`config.mk`:
```
export PLATFORM = sky130hd
export DESIGN_NAME = fcdma_top
export DESIGN_NICKNAME = d
export VERILOG_FILES = /design/src/hdl/fcdma_top.v
export VERILOG_INCLUDE_DIRS = /design/src /design/src/hdl
export SDC_FILE = /design/constraint.sdc
export NUM_CORES = 2
export LEC_CHECK = 0
export BUFFER_PORTS_ARGS = -buffer_cell sky130_fd_sc_hd__buf_2
export CAP_MARGIN = 20
export CELL_PAD_IN_SITES_DETAIL_PLACEMENT = 0
export CELL_PAD_IN_SITES_GLOBAL_PLACEMENT = 2
export CORE_ASPECT_RATIO = 1.75
export CORE_MARGIN = 2
export CORE_UTILIZATION = 30
export DETAILED_ROUTE_END_ITERATION = 7
export PLACE_DENSITY_LB_ADDON = 0.05
export SYNTH_ARGS = -nofsm -noshare
export SYNTH_HDL_FRONTEND = slang
export SYNTH_SLANG_ARGS = --single-unit
```
`constraint.sdc`:
```
create_clock -name ref_clk -period 20.5 [get_ports ref_clk]
set_input_delay 1.025 -clock ref_clk [delete_from_list [all_inputs] [get_ports ref_clk]]
set_output_delay 1.025 -clock ref_clk [all_outputs]
set_load 0.005 [all_outputs]
```
`src/hdl/fcdma_defs.vh`:
```
// Purpose: constants for the four channel transfer controller
// Assumes: byte addressed register bus, one 32-bit word per register
// Notes: offsets and field positions of the control words are local
`ifndef FCDMA_DEFS_VH
`define FCDMA_DEFS_VH
// register map
`define FCDMA_IDX_SRC 2'h0
`define FCDMA_IDX_DST 2'h1
`define FCDMA_IDX_CNT 2'h2
`define FCDMA_IDX_CTL 2'h3
`define FCDMA_ADDR_OPR 8'h40
`define FCDMA_ADDR_SEL01 8'h44
`define FCDMA_ADDR_SEL23 8'h48
// channel control fields
`define FCDMA_CC_EN 0
`define FCDMA_CC_END_FLAG 1
`define FCDMA_CC_INT_EN 2
`define FCDMA_CC_SINGLE 5
`define FCDMA_CC_SDIR 6
`define FCDMA_CC_ACK_POL 9
`define FCDMA_CC_END_POL 10
`define FCDMA_CC_BURST 11
`define FCDMA_CC_INTM 12
`define FCDMA_CC_MASK 20'hF1FFD
// unit size codes, bits 4:3
`define FCDMA_TS_BYTE 2'h0
`define FCDMA_TS_WORD 2'h1
`define FCDMA_TS_LONG 2'h2
`define FCDMA_TS_BLK16 2'h3
// detection codes, bits 8:7
`define FCDMA_DET_LOW 2'h0
`define FCDMA_DET_HIGH 2'h1
`define FCDMA_DET_RISE 2'h2
`define FCDMA_DET_FALL 2'h3
// request source codes, bits 19:16
`define FCDMA_RS_AUTO 4'h0
`define FCDMA_RS_EXT 4'h2
`define FCDMA_RS_PERI 4'h8
// operation control fields
`define FCDMA_OP_MASTER_EN 0
`define FCDMA_OP_NMI_FLAG 1
`define FCDMA_OP_ADDR_ERR 2
`define FCDMA_OP_WMASK 16'h0301
// peripheral module and kind codes
`define FCDMA_MOD_SER0 6'h08
`define FCDMA_MOD_SER1 6'h09
`define FCDMA_MOD_SER2 6'h0A
`define FCDMA_MOD_SIO 6'h14
`define FCDMA_KIND_TX 2'h1
`define FCDMA_KIND_RX 2'h2
// idle cycles between units in intermittent mode
`define FCDMA_INTM_GAP 8'h10
`endif

```
`src/hdl/fcdma_top.v`:
```
// Purpose: four channel transfer controller with register slave and
//          memory master
// Assumes: ref_clk 25 MHz, all inputs synchronous to ref_clk
// Notes: one memory access at a time; 16-byte units move as 4 longwords
// Notes on behaviour
// - four channels; only channels 0 and 1 take external requests and drive pins
// - unit size byte, word, longword or sixteen bytes as four longwords
// - external request seen as low level, high level, rising or falling edge
// - acknowledge and end outputs each have their own active level
// - source address register readable, writable, shows next source address
// - destination address register readable, writable, shows next destination
// - single address mode, channels 0 and 1 only, ignores the address register on the device side
// - count one means one, zero means two to the twenty-fourth
// - count register holds remaining transfers while running
// - top count byte reads zero; software writes zeros there
// - each sixteen-byte block decrements the count by one
// - end, address error and abort flags clear only by writing zero
// - read in the set cycle returns zero yet a later zero write clears
// - operation register selects priority and reports shared status flags
// - first selector serves channels 0 and 1, second serves 2 and 3
// - peripheral request counts only when source select equals 1000
// - pending requests serviced by priority, channel stops at end
// - burst mode or cycle steal, normal or intermittent
// - channel raises an interrupt when its count completes and its interrupt enable is set
// - transfer only when enables set and all three flags clear
// - count reaching zero ends the channel; interrupt if enabled
// - address error, abort input or cleared enable stops transfers
`timescale 1ns/100ps
`default_nettype none
`include "fcdma_defs.vh"
module fcdma_top #(
  parameter [7:0] INTM_GAP = `FCDMA_INTM_GAP
) (
  input wire ref_clk,
  input wire rst,
  input wire [7:0] avs_address,
  input wire avs_read,
  input wire avs_write,
  input wire [31:0] avs_writedata,
  input wire [3:0] avs_byteenable,
  output reg [31:0] avs_readdata,
  output reg avs_waitrequest,
  output reg [31:0] mem_address,
  output reg mem_read,
  output reg mem_write,
  output reg [31:0] mem_writedata,
  output reg [3:0] mem_byteenable,
  input wire [31:0] mem_readdata,
  input wire mem_waitrequest,
  input wire [1:0] external_request_in,
  input wire [7:0] periph_req,
  input wire nmi_in,
  output reg [1:0] request_acknowledge_out,
  output reg [1:0] transfer_end_out,
  output reg [3:0] channel_end_interrupt
);

  localparam [4:0] S_IDLE = 5'h01;
  localparam [4:0] S_CHK = 5'h02;
  localparam [4:0] S_RD = 5'h04;
  localparam [4:0] S_WR = 5'h08;
  localparam [4:0] S_GAP = 5'h10;

  // ==========================================================
  // functions
  function [31:0] mrg;
    input [31:0] o;
    input [31:0] w;
    input [3:0] b;
    integer i;
    begin
      mrg = o;
      for (i = 0; i < 4; i = i + 1) begin
        if (b[i]) mrg[i*8 +: 8] = w[i*8 +: 8];
      end
    end
  endfunction

  function [31:0] step;
    input [1:0] ts;
    begin
      case (ts)
        `FCDMA_TS_BYTE: step = 32'h00000001;
        `FCDMA_TS_WORD: step = 32'h00000002;
        default: step = 32'h00000004;
      endcase
    end
  endfunction

  function [3:0] bef;
    input [1:0] ts;
    input [1:0] a;
    begin
      case (ts)
        `FCDMA_TS_BYTE: bef = 4'h1 << a;
        `FCDMA_TS_WORD: bef = a[1] ? 4'hC : 4'h3;
        default: bef = 4'hF;
      endcase
    end
  endfunction

  // move the addressed lane to every lane of the write word
  function [31:0] repl;
    input [1:0] ts;
    input [31:0] d;
    input [1:0] a;
    reg [31:0] s;
    begin
      s = d >> {a, 3'b000};
      case (ts)
        `FCDMA_TS_BYTE: repl = {4{s[7:0]}};
        `FCDMA_TS_WORD: repl = {2{s[15:0]}};
        default: repl = d;
      endcase
    end
  endfunction

  function [3:0] amask;
    input [1:0] ts;
    begin
      case (ts)
        `FCDMA_TS_BYTE: amask = 4'h0;
        `FCDMA_TS_WORD: amask = 4'h1;
        `FCDMA_TS_LONG: amask = 4'h3;
        default: amask = 4'hF;
      endcase
    end
  endfunction

  // selector byte: module code in 7:2, kind in 1:0
  function psel;
    input [7:0] s;
    input [7:0] pr;
    reg [1:0] m;
    reg ok;
    begin
      ok = 1'b1;
      m = 2'h0;
      case (s[7:2])
        `FCDMA_MOD_SER0: m = 2'h0;
        `FCDMA_MOD_SER1: m = 2'h1;
        `FCDMA_MOD_SER2: m = 2'h2;
        `FCDMA_MOD_SIO: m = 2'h3;
        default: ok = 1'b0;
      endcase
      case (s[1:0])
        `FCDMA_KIND_TX: psel = ok & pr[{m, 1'b0}];
        `FCDMA_KIND_RX: psel = ok & pr[{m, 1'b1}];
        default: psel = 1'b0;
      endcase
    end
  endfunction

  // channel at priority rank i (0 highest)
  function [1:0] ord;
    input [1:0] pr;
    input [1:0] last;
    input [1:0] i;
    begin
      case (pr)
        2'h0: ord = i;
        2'h1: ord = (i == 2'h0) ? 2'h0 : ((i == 2'h3) ? 2'h1 : i + 2'h1);
        default: ord = last + 2'h1 + i;
      endcase
    end
  endfunction

  function [2:0] arb;
    input [3:0] r;
    input [1:0] pr;
    input [1:0] last;
    integer i;
    reg [1:0] ch;
    begin
      arb = 3'h0;
      for (i = 3; i >= 0; i = i - 1) begin
        ch = ord(pr, last, i[1:0]);
        if (r[ch]) arb = {1'b1, ch};
      end
    end
  endfunction

  // ==========================================================
  // state
  reg [31:0] src_addr [0:3];
  reg [31:0] dst_addr [0:3];
  reg [23:0] cnt [0:3];
  reg [19:0] ctl [0:3];
  reg [15:0] opr;
  reg [15:0] sel01;
  reg [15:0] sel23;
  reg [4:0] st;
  reg [1:0] cur;
  reg [1:0] beat;
  reg [1:0] rr_last;
  reg [7:0] gap;
  reg [1:0] pend;
  reg [1:0] prev_req;
  reg [3:0] ready;
  reg [3:0] req;
  reg [1:0] extq;
  reg [31:0] rd_val;
  integer c;
  integer k;

  wire is_ch = (avs_address[7:6] == 2'b00);
  wire [1:0] ach = avs_address[5:4];
  wire [1:0] aix = avs_address[3:2];
  wire wr_go = avs_write & avs_waitrequest;
  wire [31:0] wv = avs_writedata;
  // addressed register with the enabled write lanes merged in
  wire [31:0] wr_val = mrg(rd_val, wv, avs_byteenable);
  wire [19:0] cctl = ctl[cur];
  wire [1:0] ts = cctl[4:3];
  wire sgl = cctl[`FCDMA_CC_SINGLE] & ~cur[1];
  wire sdir = cctl[`FCDMA_CC_SDIR];
  wire ext_mode = (cctl[19:16] == `FCDMA_RS_EXT) & ~cur[1];
  wire is16 = (ts == `FCDMA_TS_BLK16);
  wire unit_last = ~is16 | (beat == 2'h3);
  wire last_unit = (cnt[cur] == 24'h000001);
  wire [31:0] stp = step(ts);
  wire [3:0] am = amask(ts);
  wire bad_src = |(src_addr[cur][3:0] & am) & ~(sgl & ~sdir);
  wire bad_dst = |(dst_addr[cur][3:0] & am) & ~(sgl & sdir);
  wire beat_done = ~mem_waitrequest & (((st == S_RD) & sgl) | (st == S_WR));
  wire [2:0] g_res = arb(req, opr[9:8], rr_last);

  // ==========================================================
  // request qualification
  always @* begin
    for (k = 0; k < 2; k = k + 1) begin
      case (ctl[k][8:7])
        `FCDMA_DET_LOW: extq[k] = ~external_request_in[k];
        `FCDMA_DET_HIGH: extq[k] = external_request_in[k];
        default: extq[k] = pend[k];
      endcase
    end
    for (k = 0; k < 4; k = k + 1) begin
      ready[k] = ctl[k][`FCDMA_CC_EN] & opr[`FCDMA_OP_MASTER_EN] &
                 ~ctl[k][`FCDMA_CC_END_FLAG] & ~opr[`FCDMA_OP_ADDR_ERR] &
                 ~opr[`FCDMA_OP_NMI_FLAG];
      case (ctl[k][19:16])
        `FCDMA_RS_AUTO: req[k] = ready[k];
        `FCDMA_RS_EXT: req[k] = ready[k] & (k < 2) & extq[k[0]];
        `FCDMA_RS_PERI: req[k] = ready[k] & psel(k[1] ? (k[0] ? sel23[15:8] :
                                 sel23[7:0]) : (k[0] ? sel01[15:8] :
                                 sel01[7:0]), periph_req);
        default: req[k] = 1'b0;
      endcase
    end
  end

  // ==========================================================
  // register read mux
  always @* begin
    rd_val = 32'h00000000;
    if (is_ch) begin
      case (aix)
        `FCDMA_IDX_SRC: rd_val = src_addr[ach];
        `FCDMA_IDX_DST: rd_val = dst_addr[ach];
        `FCDMA_IDX_CNT: rd_val = {8'h00, cnt[ach]};
        default: rd_val = {12'h000, ctl[ach]};
      endcase
    end else begin
      case (avs_address)
        `FCDMA_ADDR_OPR: rd_val = {16'h0000, opr};
        `FCDMA_ADDR_SEL01: rd_val = {16'h0000, sel01};
        `FCDMA_ADDR_SEL23: rd_val = {16'h0000, sel23};
        default: rd_val = 32'h00000000;
      endcase
    end
  end

  // ==========================================================
  // bus slave: one wait cycle, then the answer
  always @(posedge ref_clk or posedge rst) begin
    if (rst) begin
      avs_waitrequest <= 1'b1;
      avs_readdata <= 32'h00000000;
    end else if ((avs_read | avs_write) & avs_waitrequest) begin
      avs_waitrequest <= 1'b0;
      // flag read in its set cycle sees the old zero
      if (avs_read) avs_readdata <= rd_val;
    end else begin
      avs_waitrequest <= 1'b1;
    end
  end

  // ==========================================================
  // registers and transfer engine
  always @(posedge ref_clk or posedge rst) begin
    if (rst) begin
      for (c = 0; c < 4; c = c + 1) begin
        src_addr[c] <= 32'h00000000;
        dst_addr[c] <= 32'h00000000;
        cnt[c] <= 24'h000000;
        ctl[c] <= 20'h00000;
      end
      opr <= 16'h0000;
      sel01 <= 16'h0000;
      sel23 <= 16'h0000;
      st <= S_IDLE;
      cur <= 2'h0;
      beat <= 2'h0;
      rr_last <= 2'h3;
      gap <= 8'h00;
      pend <= 2'h0;
      prev_req <= 2'h0;
      mem_address <= 32'h00000000;
      mem_read <= 1'b0;
      mem_write <= 1'b0;
      mem_writedata <= 32'h00000000;
      mem_byteenable <= 4'h0;
      request_acknowledge_out <= 2'h0;
      transfer_end_out <= 2'h0;
      channel_end_interrupt <= 4'h0;
    end else begin
      prev_req <= external_request_in;
      for (c = 0; c < 4; c = c + 1) begin
        channel_end_interrupt[c] <= ctl[c][`FCDMA_CC_END_FLAG] &
                                    ctl[c][`FCDMA_CC_INT_EN];
      end
      if (st == S_IDLE || st == S_GAP) begin
        for (c = 0; c < 2; c = c + 1) begin
          request_acknowledge_out[c] <= ~ctl[c][`FCDMA_CC_ACK_POL];
          transfer_end_out[c] <= ~ctl[c][`FCDMA_CC_END_POL];
        end
      end
      // software writes
      if (wr_go && is_ch) begin
        case (aix)
          `FCDMA_IDX_SRC: src_addr[ach] <= wr_val;
          `FCDMA_IDX_DST: dst_addr[ach] <= wr_val;
          `FCDMA_IDX_CNT: cnt[ach] <= wr_val[23:0];
          default: begin
            ctl[ach] <= (wr_val[19:0] & `FCDMA_CC_MASK) |
                        {18'h0, ctl[ach][`FCDMA_CC_END_FLAG] &
                         (wv[1] | ~avs_byteenable[0]), 1'b0};
          end
        endcase
      end else if (wr_go) begin
        case (avs_address)
          `FCDMA_ADDR_OPR: begin
            opr <= (wr_val[15:0] & `FCDMA_OP_WMASK) |
                   {13'h0, opr[2:1] & (wv[2:1] | {2{~avs_byteenable[0]}}),
                    1'b0};
          end
          `FCDMA_ADDR_SEL01: sel01 <= wr_val[15:0];
          `FCDMA_ADDR_SEL23: sel23 <= wr_val[15:0];
          default: ;
        endcase
      end
      // engine
      case (st)
        S_IDLE: begin
          if (g_res[2]) begin
            cur <= g_res[1:0];
            beat <= 2'h0;
            st <= S_CHK;
          end
        end
        S_CHK: begin
          if (!ready[cur]) begin
            st <= S_IDLE;
          end else if (beat == 2'h0 && (bad_src || bad_dst)) begin
            opr[`FCDMA_OP_ADDR_ERR] <= 1'b1;
            st <= S_IDLE;
          end else begin
            if (sgl && !sdir) begin
              // device is source: only the destination side is used
              mem_write <= 1'b1;
              mem_address <= dst_addr[cur];
              mem_byteenable <= bef(ts, dst_addr[cur][1:0]);
              mem_writedata <= 32'h00000000;
              st <= S_WR;
            end else begin
              mem_read <= 1'b1;
              mem_address <= src_addr[cur];
              mem_byteenable <= bef(ts, src_addr[cur][1:0]);
              st <= S_RD;
            end
            if (ext_mode) begin
              request_acknowledge_out[cur[0]] <= cctl[`FCDMA_CC_ACK_POL];
              if (last_unit && unit_last)
                transfer_end_out[cur[0]] <= cctl[`FCDMA_CC_END_POL];
            end
          end
        end
        S_RD: begin
          if (!mem_waitrequest) begin
            mem_read <= 1'b0;
            src_addr[cur] <= src_addr[cur] + stp;
            if (!sgl) begin
              mem_write <= 1'b1;
              mem_address <= dst_addr[cur];
              mem_byteenable <= bef(ts, dst_addr[cur][1:0]);
              mem_writedata <= repl(ts, mem_readdata, src_addr[cur][1:0]);
              st <= S_WR;
            end
          end
        end
        S_WR: begin
          if (!mem_waitrequest) begin
            mem_write <= 1'b0;
            dst_addr[cur] <= dst_addr[cur] + stp;
          end
        end
        S_GAP: begin
          if (gap == 8'h00) st <= S_IDLE;
          else gap <= gap - 8'h01;
        end
        default: st <= S_IDLE;
      endcase
      if (beat_done) begin
        request_acknowledge_out[cur[0]] <= ~cctl[`FCDMA_CC_ACK_POL];
        transfer_end_out[cur[0]] <= ~cctl[`FCDMA_CC_END_POL];
        if (!unit_last) begin
          beat <= beat + 2'h1;
          st <= S_CHK;
        end else begin
          cnt[cur] <= cnt[cur] - 24'h000001;
          rr_last <= cur;
          beat <= 2'h0;
          if (last_unit) begin
            ctl[cur][`FCDMA_CC_END_FLAG] <= 1'b1;
            st <= S_IDLE;
          end else if (cctl[`FCDMA_CC_BURST] && req[cur]) begin
            st <= S_CHK;
          end else if (cctl[`FCDMA_CC_INTM]) begin
            gap <= INTM_GAP;
            st <= S_GAP;
          end else begin
            st <= S_IDLE;
          end
        end
      end
      // edge requests latch until granted; a new edge wins
      for (c = 0; c < 2; c = c + 1) begin
        if (st == S_IDLE && g_res[2] && g_res[1:0] == c) pend[c] <= 1'b0;
        if ((ctl[c][8:7] == `FCDMA_DET_RISE && external_request_in[c] &&
             !prev_req[c]) ||
            (ctl[c][8:7] == `FCDMA_DET_FALL && !external_request_in[c] &&
             prev_req[c]))
          pend[c] <= 1'b1;
      end
      if (nmi_in) opr[`FCDMA_OP_NMI_FLAG] <= 1'b1;
    end
  end

endmodule
`default_nettype wire

```
==> parameters.txt <==
Parameter                              Value

Logic synthesis
  Dominant cells by area after synthesis ... sky130_fd_sc_hd__dfrtp_1, sky130_fd_sc_hd__mux4_2, sky130_fd_sc_hd__nand2_1
  Share of synthesized flip-flops with an asynchronous set or reset ... 100.0%
  Top cells by instance count after synthesis ... sky130_fd_sc_hd__dfrtp_1, sky130_fd_sc_hd__nand2_1, sky130_fd_sc_hd__o21ai_0
  Number of enable flip-flop cells after synthesis ... 0
  Net count of the mapped netlist ... ~3700
  Flops & latches, synth ... 603
  Portion of synthesized cell area occupied by the leading cell type ... roughly two fifths
  Gate count after technology mapping ... around 3600
  Post-synthesis cell type with the largest combined area ... sky130_fd_sc_hd__dfrtp_1
  Sequential cell area fraction in the yosys report ... 42.03%
  Ys Warns ... 0
  Total standard cell area after synthesis ... between 30000 and 40000 µm²
  Cell with the most instances after synthesis ... sky130_fd_sc_hd__dfrtp_1
  Distinct cell type count after synthesis ... a little over 90
  Per-instance average area after synthesis ... a little under 10 µm²
  Primary FF master, synth ... sky130_fd_sc_hd__dfrtp_1

Floorplanning
  DIE HEIGHT ... 461.7 µm
  Area of the core ... approximately 120000 µm²
  Die X-Extent ... 265.6 µm
  Number of primary I/O pins ... 203
  Number of standard-cell rows in the floorplan ... roughly 170
  Starting utilization of the core area ... a little under a third
  Total die area ... 122600 µm²

Worst setup path
  Cell-by-cell listing of the critical path ... mux2_2 > o21ai_4 > inv_2 > or2_1 > inv_1 > ha_1 > fa_1 > a21oi_1 > nor2b_1 > and3_1 > nand3_1 > nor2_1 > xnor2_1 > o21ai_0
  Crit path max fanout ... 36
  Cell with the largest stage delay on the worst path ... sky130_fd_sc_hd__dfrtp_4
  Critical path start-end classification ... reg2reg
  Worst reg2reg path depth ... 14
  Cell type group with the largest total delay on the critical path ... simple AND/OR/NAND/NOR gates
  Worst Setup End Kind ... flip-flop
  Critical path's largest stage delay ... 0.79 ns
  Critical Path AT ... approximately 7 ns
  CP Data Required Time ... roughly 21 ns
  Number of gates on the worst path with buffers counted ... 14
  CP Buf/Inv Count ... 2
  Critical path launch point type ... flip-flop

Timing
  Max Freq ... around 150 MHz
  Post-route minimum period ... roughly 6.5 ns
  Slew of the pin with the lowest slew margin ... ~1.1 ns
  Final number of setup-violating endpoints ... 0
  Max-slew violation count ... 0
  Accumulated negative setup slack ... 0 ns
  Setup repair after global routing missed its margin ... false
  Clock Skews ... 0.02301 ns
  Ratio of final minimum period to clock period ... between 30% and 40%
  Hold Vio Cnt, Final ... 0
  Max-slew headroom ... 23.64%

Placement
  Total of buffers placed on input and output ports ... roughly 200
  Final Wtd Congestion ... 0.8061
  Detailed-placement wirelength estimate ... 104000 µm

Global routing
  Antenna violations before repair ... 6
  Wire length of the first global-routing pass ... between 200000 and 250000 µm
  Number of global-route vias before repair ... between 30000 and 40000
  Global-route usage over all layers ... between 20 and 25%
  Largest net degree at the start of global routing ... roughly 160
  Grt ovf ... 0

Drt
  Initial DRC count ... about 2300
  Remaining routing DRC violations ... 0
  Via count of the routed design ... about 30000
  Number of nets still failing antenna checks after routing ... 0
  Number of iterations in the first detailed-routing pass ... 5
  Total length of routed wires ... between 150000 and 200000 µm
  Vias per cell ... between 5 and 6
  WL/cell ... between 20 and 30 µm

Clock network
  Number of clock buffers inserted by TritonCTS ... 69
  CTS Hold Bufs ... 0
  Clock transition at the registers of the reported paths ... around 0.06 ns
  Clock insertion delay at the later pin of the skew report ... 0.67 ns
  Gates resized, CTS repair ... 0
  CTS tree ... done
  Post-CTS setup buffer count ... 0
  Root buffer cell ... sky130_fd_sc_hd__clkbuf_16
  Largest buffer count on any clock path ... 3
  H-tree lvl count ... 3
  Clock sink count ... between 600 and 700

Power and ir drop
  Cell area power density ... roughly 90 nW/µm²
  Maximum VDD drop ... 0.07165 mV
  Overall power after layout ... around 3600 µW
  Static leakage ... between 0.015 and 0.02 µW

Status
  Status ... finished, final reports clean

Finish
  Fraction of final layout cells with drive strength greater than 1 ... 20.06%
  Area added between synthesis and finish ... 12.83%
  Total number of nets in the final design ... around 3800

Worst hold path
  Worst Hold Depth ... 2
  Hold Crit Class ... reg2reg

Job
  Max-cap violations ... 0
[path summary, 6_finish.rpt]
path | startpoint | endpoint | slack, ns
max in group asynchronous | rst | cur[1] | 16.02
worst min register to register | avs_readdata[30] | avs_readdata[30] | 0.47
worst min-delay path | avs_readdata[30] | avs_readdata[30] | 0.47
worst max-delay path | cur[1] | dst_addr[60] | 13.96
worst max register to register | cur[1] | dst_addr[60] | 13.96
min in group asynchronous | rst | dst_addr[22] | 0.51
[layer usage]
layer | vias up | GRT usage, % | wire, µm
met3 | 214 | 3.353 | 7060
li1 | 13367 | - | -
met5 | - | 0 | 34
met1 | 15426 | 28.17 | 57640
met2 | 977 | 45.43 | 80520
met4 | 6 | 10.18 | 6127
[power by group]
| part | internal (µW) | leakage (µW) | switching (µW) |
|---|---|---|---|
| Sequential | 1300 | 0.00785 | 93.0 |
| Combinational | 364 | 0.00694 | 586 |
| Clock | 730 | 0.00107 | 552 |
[placed cells by master (no fill, tap or decap), types with 45 or more instances in the layout]
cell type	n
sky130_fd_sc_hd__xor2_1	45
sky130_fd_sc_hd__nor2_1	308
sky130_fd_sc_hd__a211oi_1	129
sky130_fd_sc_hd__buf_2	200
sky130_fd_sc_hd__dfrtp_1	597
sky130_fd_sc_hd__xnor2_1	46
sky130_fd_sc_hd__clkbuf_16	71
sky130_fd_sc_hd__a21oi_1	222
sky130_fd_sc_hd__mux2i_1	69
sky130_fd_sc_hd__mux4_2	224
sky130_fd_sc_hd__o211ai_1	167
sky130_fd_sc_hd__nand2_1	579
sky130_fd_sc_hd__o21ai_0	372
sky130_fd_sc_hd__buf_4	61
[worst register-to-register path: stages, from the launching register on]
cell and delay, ns:
sky130_fd_sc_hd__dfrtp_4 0.79, sky130_fd_sc_hd__mux2_2 0.45, sky130_fd_sc_hd__o21ai_4 0.78, sky130_fd_sc_hd__inv_2 0.38, sky130_fd_sc_hd__or2_1 0.52, sky130_fd_sc_hd__inv_1 0.27, sky130_fd_sc_hd__ha_1 0.23, sky130_fd_sc_hd__fa_1 0.22
sky130_fd_sc_hd__a21oi_1 0.15, sky130_fd_sc_hd__nor2b_1 0.50, sky130_fd_sc_hd__and3_1 0.62, sky130_fd_sc_hd__nand3_1 0.72, sky130_fd_sc_hd__nor2_1 0.36, sky130_fd_sc_hd__xnor2_1 0.22, sky130_fd_sc_hd__o21ai_0 0.15
[cells by family (layout without fill, tap and decap cells)]
logic type / Yosys count / in the layout / synth area share (%)
compound gates: 1069 / 1069 / 18.25
xor+xnor: 91 / 91 / 2.219
fa+ha+maj: 22 / 22 / 0.8083
buf+inv: 325 / 421 / 4.191
flops: 603 / 603 / 42.03
mux: 346 / 346 / 18.19
other cells: 0 / 5 / 0
simple gates: 1166 / 1166 / 14.32
[layout make-up]
| class | count | area (µm²) |
|---|---|---|
| sequential | 603 | 15100 |
| antenna | 5 | 12.51 |
| tap | 1530 | 1914 |
| timing repair buffer | 271 | 1647 |
| multi-input combinational | 2694 | 19510 |
| clock inverter | 12 | 168.9 |
| fill | 12053 | 78660 |
| clock buffer | 102 | 2023 |
| inverter | 36 | 142.6 |
[through the flow]
step,hold slack [ns],setup slack (ns),cell area (µm²),utilization (%),cells
after floorplan,0.4448,2.602,35910,-,3622
after global placement,0.4575,14.00,38230,32.08,5130
after detailed placement,0.4664,13.82,38260,32.10,5131
after CTS,0.4600,13.79,40450,33.94,5245
after global routing,0.4932,13.51,40520,34.00,5251
final,0.4717,13.96,40520,34.00,5253
No activity file was read; power rests on OpenSTA's default activity.
